===== src/include/wake_pkg.sv =====
package wake_pkg;
  // ----------------------------------------
  // Register byte addresses
  // ----------------------------------------
  localparam logic [7:0] port_configuration_addr = 8'h00;
  localparam logic [7:0] port3_mode_addr = 8'hf7;
  localparam logic [7:0] wake_recovery_control_addr = 8'h0c;
  localparam logic [7:0] port2_direction_addr = 8'h10;
  localparam logic [7:0] wake_status_addr = 8'h14;
  // ----------------------------------------
  // Field positions
  // ----------------------------------------
  localparam int src_lo_bit = 2;
  localparam int src_hi_bit = 4;
  localparam int delay_sel_bit = 5;
  localparam int level_sel_bit = 6;
  localparam int warm_bit = 7;
  // ----------------------------------------
  // Reset values
  // ----------------------------------------
  localparam logic [7:0] wake_recovery_control_rst = 8'h20;
  localparam logic [7:0] port_configuration_rst = 8'h00;
  localparam logic [7:0] port3_mode_rst = 8'h00;
  localparam logic [7:0] port2_direction_rst = 8'h00;
  // ----------------------------------------
  // Source select codes
  // ----------------------------------------
  localparam logic [2:0] src_reset_only = 3'h0;
  localparam logic [2:0] src_reserved = 3'h1;
  localparam logic [2:0] src_pin_a = 3'h2;
  localparam logic [2:0] src_pin_b = 3'h3;
  localparam logic [2:0] src_pin_c = 3'h4;
  localparam logic [2:0] src_pin_d = 3'h5;
  localparam logic [2:0] src_nor_low4 = 3'h6;
  localparam logic [2:0] src_nor_all8 = 3'h7;
  // ----------------------------------------
  // Timing
  // ----------------------------------------
  localparam int clk_hz = 50000000;
  localparam int stab_delay_us = 1000;
  localparam int stab_delay_cycles = stab_delay_us * (clk_hz / 1000000);
  localparam int fast_hold_cycles = 5;
endpackage


===== src/verilog/stop_mode_wakeup_control.sv =====
// The Wishbone slave port is this design's own decision.
`timescale 1ns/1ns
// Operation
// Port 2 bits set as outputs feed their inactive default into the NOR wake.
// Delay select bit 5: 0 skips stabilisation delay, 1 inserts it; resets 1.
// For fast wake, source must stay active at least five cpu clock periods.
// Software should keep delay enabled with crystal or resonator clocks.
// Level select bit 6: 1 wakes on high, 0 on low; resets 0.
// Read-only warm flag bit 7: 1 after stop wake, 0 after other reset.
// Port configuration register is write-only at offset zero.
// Port 3 mode register write-only at f7, kept across stop wake.
// Source select bits 4..2 pick reset, reserved, four pins or two NOR groups.
// Wake sources synchronised; warm flag set before execution resumes.
module stop_mode_wakeup_control #(
  parameter int stab_cycles = wake_pkg::stab_delay_cycles,
  parameter int fast_cycles = wake_pkg::fast_hold_cycles
) (
  // Clock and reset
  input wire logic clk_i,
  input wire logic rst_i,
  // Wishbone slave
  input wire logic cyc_i,
  input wire logic stb_i,
  input wire logic we_i,
  input wire logic [7:0] adr_i,
  input wire logic [3:0] sel_i,
  input wire logic [31:0] dat_i,
  output logic [31:0] dat_o,
  output logic ack_o,
  // Core handshake
  input wire logic stop_req_i,
  output logic stopped_o,
  output logic run_o,
  // Wake pins
  input wire logic [3:0] wake_pin_i,
  input wire logic [7:0] port2_pin_i,
  // Register contents to the ports
  output logic [7:0] port_configuration_o,
  output logic [7:0] port3_mode_o
);
  // ----------------------------------------
  // State and registers
  // ----------------------------------------
  typedef enum logic [1:0] {st_run, st_stop, st_delay, st_fast} state_t;

  state_t state_reg;
  state_t state_next;
  logic [7:0] ctrl_reg;
  logic [7:0] ctrl_next;
  logic [7:0] portcfg_reg;
  logic [7:0] portcfg_next;
  logic [7:0] port3_reg;
  logic [7:0] port3_next;
  logic [7:0] p2dir_reg;
  logic [7:0] p2dir_next;
  logic warm_reg;
  logic warm_next;
  logic [31:0] cnt_reg;
  logic [31:0] cnt_next;
  logic ack_reg;
  logic ack_next;
  logic [31:0] rdat_reg;
  logic [31:0] rdat_next;

  logic [3:0] pin_s;
  logic [7:0] p2_s;
  logic wake_cond;
  logic wr_go;
  logic rd_go;

  // ----------------------------------------
  // Synchronisers
  // ----------------------------------------
  wake_sync #(.width(12)) u_sync (
    .clk_i(clk_i),
    .rst_i(rst_i),
    .async_i({wake_pin_i, port2_pin_i}),
    .sync_o({pin_s, p2_s})
  );

  // Byte lane 0 merge
  function automatic logic [7:0] lane0(input logic [7:0] old, input logic [3:0] sel, input logic [31:0] d);
    lane0 = sel[0] ? d[7:0] : old;
  endfunction

  // ----------------------------------------
  // Wake source decode
  // ----------------------------------------
  function automatic logic pick(input logic [2:0] src, input logic [3:0] pins, input logic [7:0] p2,
                                input logic [7:0] dir, input logic hi);
    logic [7:0] act;
    act = '0;
    pick = 1'b0;
    // Output bits read as inactive so only true inputs wake
    for (int i = 0; i < 8; i++) begin
      act[i] = dir[i] ? 1'b0 : (p2[i] == hi);
    end
    unique case (src)
      wake_pkg::src_reset_only: pick = 1'b0;
      wake_pkg::src_reserved: pick = 1'b0;
      wake_pkg::src_pin_a: pick = (pins[0] == hi);
      wake_pkg::src_pin_b: pick = (pins[1] == hi);
      wake_pkg::src_pin_c: pick = (pins[2] == hi);
      wake_pkg::src_pin_d: pick = (pins[3] == hi);
      wake_pkg::src_nor_low4: pick = |act[3:0];
      wake_pkg::src_nor_all8: pick = |act;
    endcase
  endfunction

  always_comb begin
    wake_cond = pick(ctrl_reg[wake_pkg::src_hi_bit:wake_pkg::src_lo_bit], pin_s, p2_s, p2dir_reg,
                     ctrl_reg[wake_pkg::level_sel_bit]);
  end

  // ----------------------------------------
  // Bus and registers
  // ----------------------------------------
  // Single-wait-state slave: ack one cycle after strobe, then drops
  // Writes land on the ack edge, while the master still holds its request
  assign wr_go = cyc_i && stb_i && ack_reg && we_i;
  assign rd_go = cyc_i && stb_i && !ack_reg && !we_i;

  always_comb begin
    ctrl_next = ctrl_reg;
    portcfg_next = portcfg_reg;
    port3_next = port3_reg;
    p2dir_next = p2dir_reg;
    ack_next = cyc_i && stb_i && !ack_reg;
    rdat_next = rdat_reg;
    if (wr_go) begin
      unique case (adr_i)
        wake_pkg::port_configuration_addr: portcfg_next = lane0(portcfg_reg, sel_i, dat_i);
        wake_pkg::port3_mode_addr: port3_next = lane0(port3_reg, sel_i, dat_i);
        wake_pkg::wake_recovery_control_addr: ctrl_next = lane0(ctrl_reg, sel_i, dat_i);
        wake_pkg::port2_direction_addr: p2dir_next = lane0(p2dir_reg, sel_i, dat_i);
        default: ;
      endcase
    end
    if (rd_go) begin
      rdat_next = 32'h0000_0000;
      // Write-only registers read as zero
      unique case (adr_i)
        wake_pkg::wake_recovery_control_addr: rdat_next = {24'h00_0000, warm_reg, ctrl_reg[6:0]};
        wake_pkg::port2_direction_addr: rdat_next = {24'h00_0000, p2dir_reg};
        wake_pkg::wake_status_addr: rdat_next = {30'h0, state_reg};
        default: ;
      endcase
    end
  end

  // ----------------------------------------
  // Stop and recovery sequence
  // ----------------------------------------
  always_comb begin
    state_next = state_reg;
    cnt_next = cnt_reg;
    warm_next = warm_reg;
    unique case (state_reg)
      st_run: begin
        if (stop_req_i) begin
          state_next = st_stop;
        end
      end
      st_stop: begin
        cnt_next = 32'h0000_0000;
        if (wake_cond) begin
          // Fast wake still checks the source holds for its minimum
          state_next = ctrl_reg[wake_pkg::delay_sel_bit] ? st_delay : st_fast;
        end
      end
      st_delay: begin
        cnt_next = cnt_reg + 32'h0000_0001;
        if (cnt_reg >= 32'(stab_cycles - 1)) begin
          state_next = st_run;
          warm_next = 1'b1;
        end
      end
      st_fast: begin
        cnt_next = cnt_reg + 32'h0000_0001;
        if (!wake_cond) begin
          state_next = st_stop;
        end else if (cnt_reg >= 32'(fast_cycles - 2)) begin
          state_next = st_run;
          warm_next = 1'b1;
        end
      end
    endcase
  end

  always_ff @(posedge clk_i) begin
    if (rst_i) begin
      state_reg <= st_run;
      cnt_reg <= 32'h0000_0000;
      warm_reg <= 1'b0;
      ctrl_reg <= wake_pkg::wake_recovery_control_rst;
      portcfg_reg <= wake_pkg::port_configuration_rst;
      port3_reg <= wake_pkg::port3_mode_rst;
      p2dir_reg <= wake_pkg::port2_direction_rst;
      ack_reg <= 1'b0;
      rdat_reg <= 32'h0000_0000;
    end else begin
      state_reg <= state_next;
      cnt_reg <= cnt_next;
      warm_reg <= warm_next;
      ctrl_reg <= ctrl_next;
      portcfg_reg <= portcfg_next;
      port3_reg <= port3_next;
      p2dir_reg <= p2dir_next;
      ack_reg <= ack_next;
      rdat_reg <= rdat_next;
    end
  end

  assign ack_o = ack_reg;
  assign dat_o = rdat_reg;
  assign stopped_o = (state_reg == st_stop);
  assign run_o = (state_reg == st_run);
  assign port_configuration_o = portcfg_reg;
  assign port3_mode_o = port3_reg;
endmodule


===== src/verilog/wake_sync.sv =====
`timescale 1ns/1ns
module wake_sync #(
  parameter int width = 8
) (
  // Clock and reset
  input wire logic clk_i,
  input wire logic rst_i,
  // Data
  input wire logic [width-1:0] async_i,
  output logic [width-1:0] sync_o
);
  logic [width-1:0] first_reg;
  logic [width-1:0] first_next;
  logic [width-1:0] second_reg;
  logic [width-1:0] second_next;

  always_comb begin
    first_next = async_i;
    second_next = first_reg;
  end

  always_ff @(posedge clk_i) begin
    if (rst_i) begin
      first_reg <= '0;
      second_reg <= '0;
    end else begin
      first_reg <= first_next;
      second_reg <= second_next;
    end
  end

  assign sync_o = second_reg;
endmodule


===== config.mk =====
export PLATFORM = sky130hd
export DESIGN_NAME = stop_mode_wakeup_control
export DESIGN_NICKNAME = d
export VERILOG_FILES = /design/src/include/wake_pkg.sv /design/src/verilog/stop_mode_wakeup_control.sv /design/src/verilog/wake_sync.sv
export SDC_FILE = /design/constraint.sdc
export NUM_CORES = 1
export LEC_CHECK = 0
export BUFFER_PORTS_ARGS = -buffer_cell sky130_fd_sc_hd__buf_2
export CAP_MARGIN = 20
export CORE_ASPECT_RATIO = 0.75
export CORE_MARGIN = 2
export CORE_UTILIZATION = 41
export CTS_BUF_LIST = sky130_fd_sc_hd__clkbuf_16
export CTS_CLUSTER_DIAMETER = 200
export DETAILED_ROUTE_END_ITERATION = 10
export PLACE_DENSITY = 0.67
export SLEW_MARGIN = 20
export SYNTH_ARGS = -nofsm -noshare
export SYNTH_HDL_FRONTEND = slang
export SYNTH_SLANG_ARGS = --single-unit

===== constraint.sdc =====
create_clock -name clk_i -period 2.5 [get_ports clk_i]
set_input_delay 0.25 -clock clk_i [delete_from_list [all_inputs] [get_ports clk_i]]
set_output_delay 0.25 -clock clk_i [all_outputs]
set_load 0.01 [all_outputs]

Word-level counts from Yosys, hierarchy flattened
Index checks and enable logic that the tools add are counted.
{"block": "totals", "word_cells": 90, "regBits": 123, "input_bits": 62}
{"block": "classes", "eq_ne": 32, "reduce_logical": 22, "muxes": 22, "order_cmp": 2, "addsub": 1}
{"op": "32-bit one-hot mux with 2 select lines", "count": 1}
{"op": "32-bit by 1-bit adder with 32-bit output, second input constant", "count": 1}
{"op": "32-bit by 16-bit >= comparator with 1-bit output, second input constant", "count": 1}
{"op": "32-bit by 2-bit >= comparator with 1-bit output, second input constant", "count": 1}
{"op": "8-bit one-hot mux with 3 select lines", "count": 1}
{"op": "8-bit by 5-bit equality test with 1-bit output, second input constant", "count": 2}
{"op": "1-bit equality test", "count": 12}
{"op": "3-bit equality test, second input constant", "count": 4}
{"op": "1-bit 2-to-1 mux", "count": 12}
{"op": "3-bit AND reduction", "count": 4}
{"op": "2-bit 2-to-1 mux", "count": 5}
{"op": "8-bit by 4-bit equality test with 1-bit output, second input constant", "count": 1}
{"op": "8-bit equality test, second input constant", "count": 1}
{"op": "8-bit logical NOT", "count": 1}
{"op": "2-bit inequality test, second input constant", "count": 4}
{"op": "2-bit one-hot mux with 4 select lines", "count": 1}
{"op": "4-bit AND reduction", "count": 2}
{"op": "8-bit OR reduction", "count": 1}
{"op": "1-bit one-hot mux with 7 select lines", "count": 1}
{"op": "3-bit by 2-bit equality test with 1-bit output, second input constant", "count": 2}
{"op": "1-bit logical AND", "count": 5}
{"op": "2-bit equality test, second input constant", "count": 2}
{"op": "2-bit nonzero test", "count": 2}
{"op": "2-bit OR reduction", "count": 2}
{"op": "other kinds (9)", "count": 10}

Depth between registers and ports, before layout
Gate-level depths: netlist (run 1).
{"block": "logic_depth", "depth_word": 6, "ltp_mapped": 8}

Cells and area by module
From an unflattened synthesis (run 1), not the netlist that was laid out.
{"block": "unflattened", "hier_cells": 487, "area_unflattened_um2": 4471.8}
{"mod": "stop_mode_wakeup_control", "instances": 1, "area_each_um2": 3778.6, "cells_per_inst": 437, "seq_area_each_um2": 1501.4}
{"mod": "wake_sync", "instances": 1, "area_each_um2": 693.2, "cells_per_inst": 50, "seq_area_each_um2": 480.5}

Worst setup path before layout (run 1)
OpenSTA, ideal clock, no wires.
{"block": "synth_timing", "kind": "reg2reg", "start": "reg cnt_reg[0]", "end": "reg warm_reg", "stages_incl_launch_ff": 8, "arrival_time_ps": 1847, "period_less_slack_ps": 1968, "required_time_ps": 2378, "path_slack_ps": 532, "path_cell_list": "dfxtp_1 -> ha_1 -> a311o_1 -> a21oi_1 -> o21ai_0 -> a221o_1 -> and3_1 -> a221o_1"}
{"block": "synth_via", "elab_chain_cells": 3, "word_cells_on_any_way": 5}
{"item": "from (decl)", "line_no": "stop_mode_wakeup_control.sv:58", "text": "logic [31:0] cnt_reg;"}
{"item": "from (signal assigned)", "line_no": "stop_mode_wakeup_control.sv:203", "text": "cnt_reg <= cnt_next;"}
{"item": "32-bit by 2-bit >= comparator with 1-bit output / 32-bit by 16-bit >= comparator with 1-bit output (equally long branches)", "line_no": "stop_mode_wakeup_control.sv:182, stop_mode_wakeup_control.sv:173"}
{"item": "2-bit inequality test (no line)"}
{"item": "4-bit AND reduction (no line) (*)"}
{"item": "to (signal assigned)", "line_no": "stop_mode_wakeup_control.sv:204", "text": "warm_reg <= warm_next;"}
{"item": "to (decl)", "line_no": "stop_mode_wakeup_control.sv:56", "text": "logic warm_reg;"}
Mark *: on every way between the ends. The rest lies on a longest branch, timed or not.
A chain may end at the register's enable or synchronous reset.

Worst setup path in the final report (run 1)
Same ends and word-level chain as after synthesis.

==> results.ini, run 1 <==
[pwr]
leakagePower_uw = 0.002140
vdd_ir_drop_max_uv = 461.2
power_density_nw_per_um2 = 610.8
fin_total_pwr_uw = 3091

[sta]
hold_viol_final = 0
setup_viol = 0
hold_slack_ps = 108.9
worst_pin_slew_ps = 552.2
final.min_clock_period_ps = 2176
slew_violations = 0
min_period_over_period = 0.8703
fmax_mhz = 459.6
tns_ps = 0
skew_ps = 7.811
rsz0062_at_grt = no
maxSlewHeadroom = 0.6319

[worst_setup_path]
cp_max_fo = 4
reg2reg_slack_ps = 320
cpLargestDelayFamily = compound AO/OA/AOI/OAI gates
crit_path_end_kind = flop
start_kind = flop
critPathArrivalTime_ps = 2410
cp_data_required_time_ps = 2730
worstSetupPathType = flop to flop
cp_num_buf_inv = 0
cpMaxStageDelayCell = a221o_1
crit_chain = ha_1, a311o_1, a21oi_1, o21ai_0, a221o_1, and3_1, a221o_1
crit_path_max_incr_delay_ps = 370
path_common_cell = a221o_1

[clock_network]
htreeDepth = 3
cts-buffers-inserted = 9
postCtsResizedCells = 0
clock_latency_ps = 350
cts_tree = yes
ctsHoldBuffers = 0
clkTransAtPathRegs_ps = 70
root_buffer = clkbuf_16
cts_setup_buffers = 0
clock-sinks = 99
clockBufferDepth = 2

[detailed_routing]
route.met2.wl_mm = 3.792
postRouteAntennaNets = 0
top_layer_used = met4
wl_met3_um = 700
drt-total-wl_mm = 9.031
via_count = 3521
met1_length_mm = 4.453
drt_iter0_markers = 224
firstDrtPassIters = 4
wl_per_cell_um = 13.16
detail_route.vias_per_cell = 5.133
drcViolationCount = 0

[global_routing]
antenna_found_initial = 0
grt_pass1_wl_mm = 14.47
track_usage = 0.1601
grt_pass1_vias = 3028
grt_max_degree = 94
overflow = 0

[synth]
yosysMostFrequentCell = dfxtp_1
ys_types = 49
synthArstFlopShare = 0
synth_top_family_by_area = simple AND/OR/NAND/NOR gates
synth_edf_count = 0
ys_seq_area_frac = 0.4490
syn_avg_cell_area_um2 = 8.972
netlist.area_leader.share = 0.4490
muxShareOfSynthArea = 0.1128
synth_compound_area_frac = 0.09212
yosys.area.top_type = dfxtp_1
synth-xor-area-share = 0.01190
yosys.area_share.simple = 0.2619
synth-adder-area-share = 0.002834
synth_area_um2 = 4414
syn_inst = 492
synth_area_leaders = dfxtp_1, mux2i_1, nor2_1
ys_warn_count = 0
ys_ff_latch = 99
ys.flop_type = dfxtp_1
yosys-top-cells-count = dfxtp_1, nor2_1, nand2_1

[cells_and_area]
antenna_cells = 0
nNetsFinal = 608
utilization = 0.4881
drive_gt1_frac = 0.1945
area_growth_pct = 14.65
largest_reg_flops = 32

[min_path]
hold_path_class = primary input to flop

[floorplan]
core_area_um2 = 10370
fp.dieW_um = 123.8
die_area_um2 = 11620
die_y_um = 93.86
io_pins = 113
rows = 32
initial_core_util = 0.4257

[run]
maxCapViolations = 0

[placed_design]
place_hpwl_mm = 6.553
placement.io_buffers = 61
gp_congestion = 0.8725

[outcome]
status = complete, no violations

## final timing paths
kind	cells past startpoint	endpoint	startpoint
worst min-delay path	2	u_sync.first_reg[9]$_SDFF_PP0_	wake_pin_i[1]
worst min register to register	1	u_sync.sync_o[10]$_SDFF_PP0_	u_sync.first_reg[10]$_SDFF_PP0_
worst max-delay path	7	warm_reg$_SDFFE_PP0P_	cnt_reg[0]$_SDFFE_PP0N_
worst max register to register	7	warm_reg$_SDFFE_PP0P_	cnt_reg[0]$_SDFFE_PP0N_
## per-layer routing
| layer | up-vias | GRT usage |
|---|---|---|
| met5 | - | 0 |
| met4 | 0 | 0.03693 |
| met3 | 8 | 0.05218 |
| met2 | 101 | 0.2280 |
| met1 | 1632 | 0.2324 |
| li1 | 1780 | - |
## per-stage QoR
stage	area [um^2]	std cells	worst slack, ps
2_1_floorplan	4501	515	531.5
3_3_place_gp	4768	670	406.3
3_5_place_dp	4768	670	360.0
4_1_cts	5061	686	330.6
5_1_grt	5061	686	211.9
6_report	5061	686	324.3
## power breakdown
group | switching (uW) | internal (uW)
clock | 647 | 705
combinational | 88.8 | 46.7
sequential | 9.29 | 1600
total | 745 | 2350
## area by class of cell
type	count	area, um^2
Tap cell	136	170.2
Clock inverter	7	67.56
Inverter	6	22.52
Timing Repair Buffer	69	377.9
Fill cell	984	5309
Sequential cell	99	1982
Clock buffer	9	225.2
Multi-Input combinational cell	360	2216
## cells in the final DEF (no fill, tap or decap), drive strengths merged, types with 11 or more instances in the layout
cell type and count:
nand2 36, mux2i 34, dfxtp 99, buf 69
conb 24, mux2 12, nor2 66, inv 11
nor3 13, nand3 25, nor2b 27, a21oi 13
## cell families after synthesis
logic type | Yosys count
buffers and inverters | 56
flip-flops | 99
XOR/XNOR | 6
AO/OA/AOI/OAI | 58
multiplexers | 47
AND/OR/NAND/NOR | 224
adder cells (fa/ha/maj) | 1
other | 1
Power figures use the tool's default switching activity.
==> run 2, diff against run 1 <==
--- a/config.mk
+++ b/config.mk
@@ -5,6 +5,7 @@
 export SDC_FILE = /design/constraint.sdc
 export NUM_CORES = 1
 export LEC_CHECK = 0
+export ABC_AREA = 1
 export BUFFER_PORTS_ARGS = -buffer_cell sky130_fd_sc_hd__buf_2
 export CAP_MARGIN = 20
 export CORE_ASPECT_RATIO = 0.75
@@ -13,7 +14,7 @@
 export CTS_BUF_LIST = sky130_fd_sc_hd__clkbuf_16
 export CTS_CLUSTER_DIAMETER = 200
 export DETAILED_ROUTE_END_ITERATION = 10
-export PLACE_DENSITY = 0.67
+export PLACE_DENSITY = 0.66
 export SLEW_MARGIN = 20
 export SYNTH_ARGS = -nofsm -noshare
 export SYNTH_HDL_FRONTEND = slang
==> run 2 against run 1 <==
Die area up 14%. Clock-buffer cell count unchanged. Sequential power about the same. Synthesized cell count up 49%. Maximum frequency up 13%. Area after synthesis up 14%. Worst hold slack worse by 11 ps. Setup slack better by 260 ps. Global-route usage up 2.8 points. Critical endpoint is now cnt_reg[20]$_SDFFE_PP0N_. Largest cell class unchanged.
==> results.ini, run 2 <==
[global_routing]
use_met3 = 0.04343  ; was 0.05218
use_met2 = 0.2588  ; was 0.2280
grt_util_met1 = 0.2920  ; was 0.2324
grt_pass1_vias = 4056  ; was 3028
gr-max-usage-layer = met1  ; unchanged
antenna_found_initial = 0  ; unchanged
grt_max_degree = 44  ; was 94
grt_pass1_wl_mm = 20.00  ; was 14.47 mm
track_usage = 0.1881  ; was 0.1601
overflow = 0  ; unchanged

[worst_setup_path]
worstSetupPathType = flop to flop  ; unchanged
cpLargestDelayFamily = simple AND/OR/NAND/NOR gates  ; was compound AO/OA/AOI/OAI gates
start_kind = flop  ; unchanged
r2r-start = cnt_reg[7]$_SDFFE_PP0N_  ; was cnt_reg[0]$_SDFFE_PP0N_
critPathArrivalTime_ps = 2160  ; was 2410 ps
crit_path_max_incr_delay_ps = 520  ; was 370 ps
worstReg2RegEnd = cnt_reg[20]$_SDFFE_PP0N_  ; was warm_reg$_SDFFE_PP0P_
cpMaxStageDelayCell = dfxtp_1  ; was a221o_1
cp_num_buf_inv = 0  ; unchanged
path_common_cell = nand2_1  ; was a221o_1
crit_chain = nand2_2, nor2_4, nand2_1, nor2_2, nand2_2, nor2_4, nand4_4, nor2_2, nand2_1, nand2_1, a21oi_2  ; was ha_1, a311o_1, a21oi_1, o21ai_0, a221o_1, and3_1, a221o_1
cp_data_required_time_ps = 2750  ; was 2730 ps
crit_path_end_kind = flop  ; unchanged
reg2reg_slack_ps = 580  ; was 320 ps
ff2ff_path_depth = 11  ; was 7
cp_max_fo = 9  ; was 4

[sta]
worst_pin_slew_ps = 717.0  ; was 552.2 ps
final.min_clock_period_ps = 1917  ; was 2176 ps
skew_ps = 8.421  ; was 7.811 ps
setup_viol = 0  ; unchanged
hold_viol_final = 0  ; unchanged
slew_violations = 0  ; unchanged
fmax_mhz = 521.6  ; was 459.6 MHz
tns_ps = 0  ; unchanged
rsz0062_at_grt = no  ; unchanged
maxSlewHeadroom = 0.5184  ; was 0.6319
min_period_over_period = 0.7669  ; was 0.8703
worst_slack_ps = 582.8  ; was 324.3 ps

[min_path]
whs_path_depth = 3  ; was 2
min_from = port2_pin_i[4]  ; was wake_pin_i[1]
whs_endpoint = u_sync.first_reg[4]$_SDFF_PP0_  ; was u_sync.first_reg[9]$_SDFF_PP0_
hold_path_class = primary input to flop  ; unchanged

[pwr]
power_density_nw_per_um2 = 562.8  ; was 610.8 nW/um^2
leakagePower_uw = 0.002451  ; was 0.002140 uW
vdd_ir_drop_max_uv = 353.0  ; was 461.2 uV

[cells_and_area]
drive_gt1_frac = 0.1501  ; was 0.1945
antenna_cells = 0  ; unchanged
nNetsFinal = 851  ; was 608
num-fill-cells = 1261  ; was 984
most-common-layout-cells = nand2_1, inv_1, dfxtp_1, nor2_1, a21oi_1  ; was dfxtp_1, nor2_1, buf_2, nand2_1, mux2i_1
final_common_cell = nand2_1  ; was dfxtp_1
utilization = 0.4697  ; was 0.4881
largest_reg_flops = 32  ; unchanged
area_growth_pct = 13.00  ; was 14.65%
stdcell_area_um2 = 5698  ; was 5061 um^2

[floorplan]
rows = 35  ; was 32
fp.dieW_um = 132.1  ; was 123.8 um
die_y_um = 100.0  ; was 93.86 um
core_area_um2 = 12130  ; was 10370 um^2
die_area_um2 = 13210  ; was 11620 um^2
io_pins = 113  ; unchanged
initial_core_util = 0.4157  ; was 0.4257

[detailed_routing]
wl_per_cell_um = 12.45  ; was 13.16 um
via_count = 4635  ; was 3521
firstDrtPassIters = 5  ; was 4
drt_iter0_markers = 559  ; was 224
detail_route.vias_per_cell = 4.833  ; was 5.133
postRouteAntennaNets = 0  ; unchanged
drcViolationCount = 0  ; unchanged
drt-total-wl_mm = 11.94  ; was 9.031 mm

[synth]
syn_avg_cell_area_um2 = 6.860  ; was 8.972 um^2
synth_area_leaders = dfxtp_1, nand2_1, inv_1  ; was dfxtp_1, mux2i_1, nor2_1
synth_edf_count = 0  ; unchanged
ys_types = 40  ; was 49
synth_area_um2 = 5042  ; was 4414 um^2
netlist.area_leader.share = 0.3931  ; was 0.4490
synthArstFlopShare = 0  ; unchanged
ys_seq_area_frac = 0.3931  ; was 0.4490
ys.flop_type = dfxtp_1  ; unchanged
yosys-top-cells-count = nand2_1, inv_1, dfxtp_1  ; was dfxtp_1, nor2_1, nand2_1
syn_inst = 735  ; was 492
yosys.area.top_type = dfxtp_1  ; unchanged
yosysMostFrequentCell = nand2_1  ; was dfxtp_1
ys_warn_count = 0  ; unchanged
ys_ff_latch = 99  ; unchanged

[clock_network]
clkTransAtPathRegs_ps = 70  ; about the same
clock_latency_ps = 350  ; about the same
clock-sinks = 99  ; unchanged
cts_tree = yes  ; unchanged
ctsHoldBuffers = 0  ; unchanged
root_buffer = clkbuf_16  ; unchanged
htreeDepth = 3  ; unchanged
clockBufferDepth = 2  ; unchanged
postCtsResizedCells = 0  ; unchanged
cts_setup_buffers = 0  ; unchanged
cts-buffers-inserted = 9  ; unchanged

[placed_design]
place_hpwl_mm = 8.751  ; was 6.553 mm
gp_congestion = 0.9258  ; was 0.8725
place_ws_ps = 651.2  ; was 360.0 ps
placed_cell_area_um2 = 5393  ; was 4768 um^2
placement.io_buffers = 61  ; unchanged

[outcome]
status = complete, no violations  ; unchanged

[run]
maxCapViolations = 0  ; unchanged

[run 2: cell count changes after synthesis, moves of 10 or more]
cell     before  now
nand4_1       8   18
nand2_1      36  154
a21oi_1      13   63
inv_1         6  106
nor2b_1      27    0
nand3_1      25   47
mux2i_1      34    0
mux2_2       12    0
o21ai_0       5   40
nor2_1       66   76
[run 2: cells by family after synthesis]
kind of cell | synth area share
flops | 0.3931
xor+xnor | 0.003475
other cells | 0.0007437
simple gates | 0.3263
buf+inv | 0.1417
compound gates | 0.1323
fa+ha+maj | 0.002481
[run 2: worst min-delay path, cell delays in order]
cell and delay (ps):
buf_2 70, inv_1 30, nor2_1 60
[run 2: layout make-up]
class,instances,area [um^2],area share
Timing Repair Buffer,68,357.8,0.06280
Clock buffer,9,225.2,0.03953
Tap cell,166,207.7,0.03645
Sequential cell,99,1982,0.3478
Multi-Input combinational cell,500,2432,0.4269
Inverter,110,412.9,0.07246
Clock inverter,7,80.08,0.01405
[run 2: per-layer routing]
metal	share of wire	vias up
met5	0	-
met4	0.010	0
met3	0.079	12
met2	0.39	162
met1	0.52	2030
li1	-	2431
[run 2: power by group]
part / switching, uW / internal (uW)
clock network: 641 / 792
registers: 7.41 / 1600
logic: 117 / 52.3
[run 2: worst max path at each step]
| stage | from | end | slack (ps) | cells after the start |
|---|---|---|---|---|
| detailed placement | cnt_reg[7]$_SDFFE_PP0N_ | cnt_reg[20]$_SDFFE_PP0N_ | 650 | 11 |
| finish | cnt_reg[7]$_SDFFE_PP0N_ | cnt_reg[20]$_SDFFE_PP0N_ | 580 | 11 |
| floorplan | cnt_reg[0]$_SDFFE_PP0N_ | cnt_reg[20]$_SDFFE_PP0N_ | 820 | 12 |
| global route | cnt_reg[7]$_SDFFE_PP0N_ | cnt_reg[20]$_SDFFE_PP0N_ | 440 | 11 |
| CTS | cnt_reg[7]$_SDFFE_PP0N_ | cnt_reg[20]$_SDFFE_PP0N_ | 630 | 11 |
| global placement | cnt_reg[7]$_SDFFE_PP0N_ | cnt_reg[20]$_SDFFE_PP0N_ | 680 | 11 |
[run 2: through the flow]
step                      instances  power (uW)  hold WS (ps)
after floorplan                 758        1771         357.0
after global placement          943        1809         391.8
after detailed placement        943        1809         391.6
after CTS                       959        3229         93.54
after global routing            959        3313         94.11
final                           959        3207         98.07
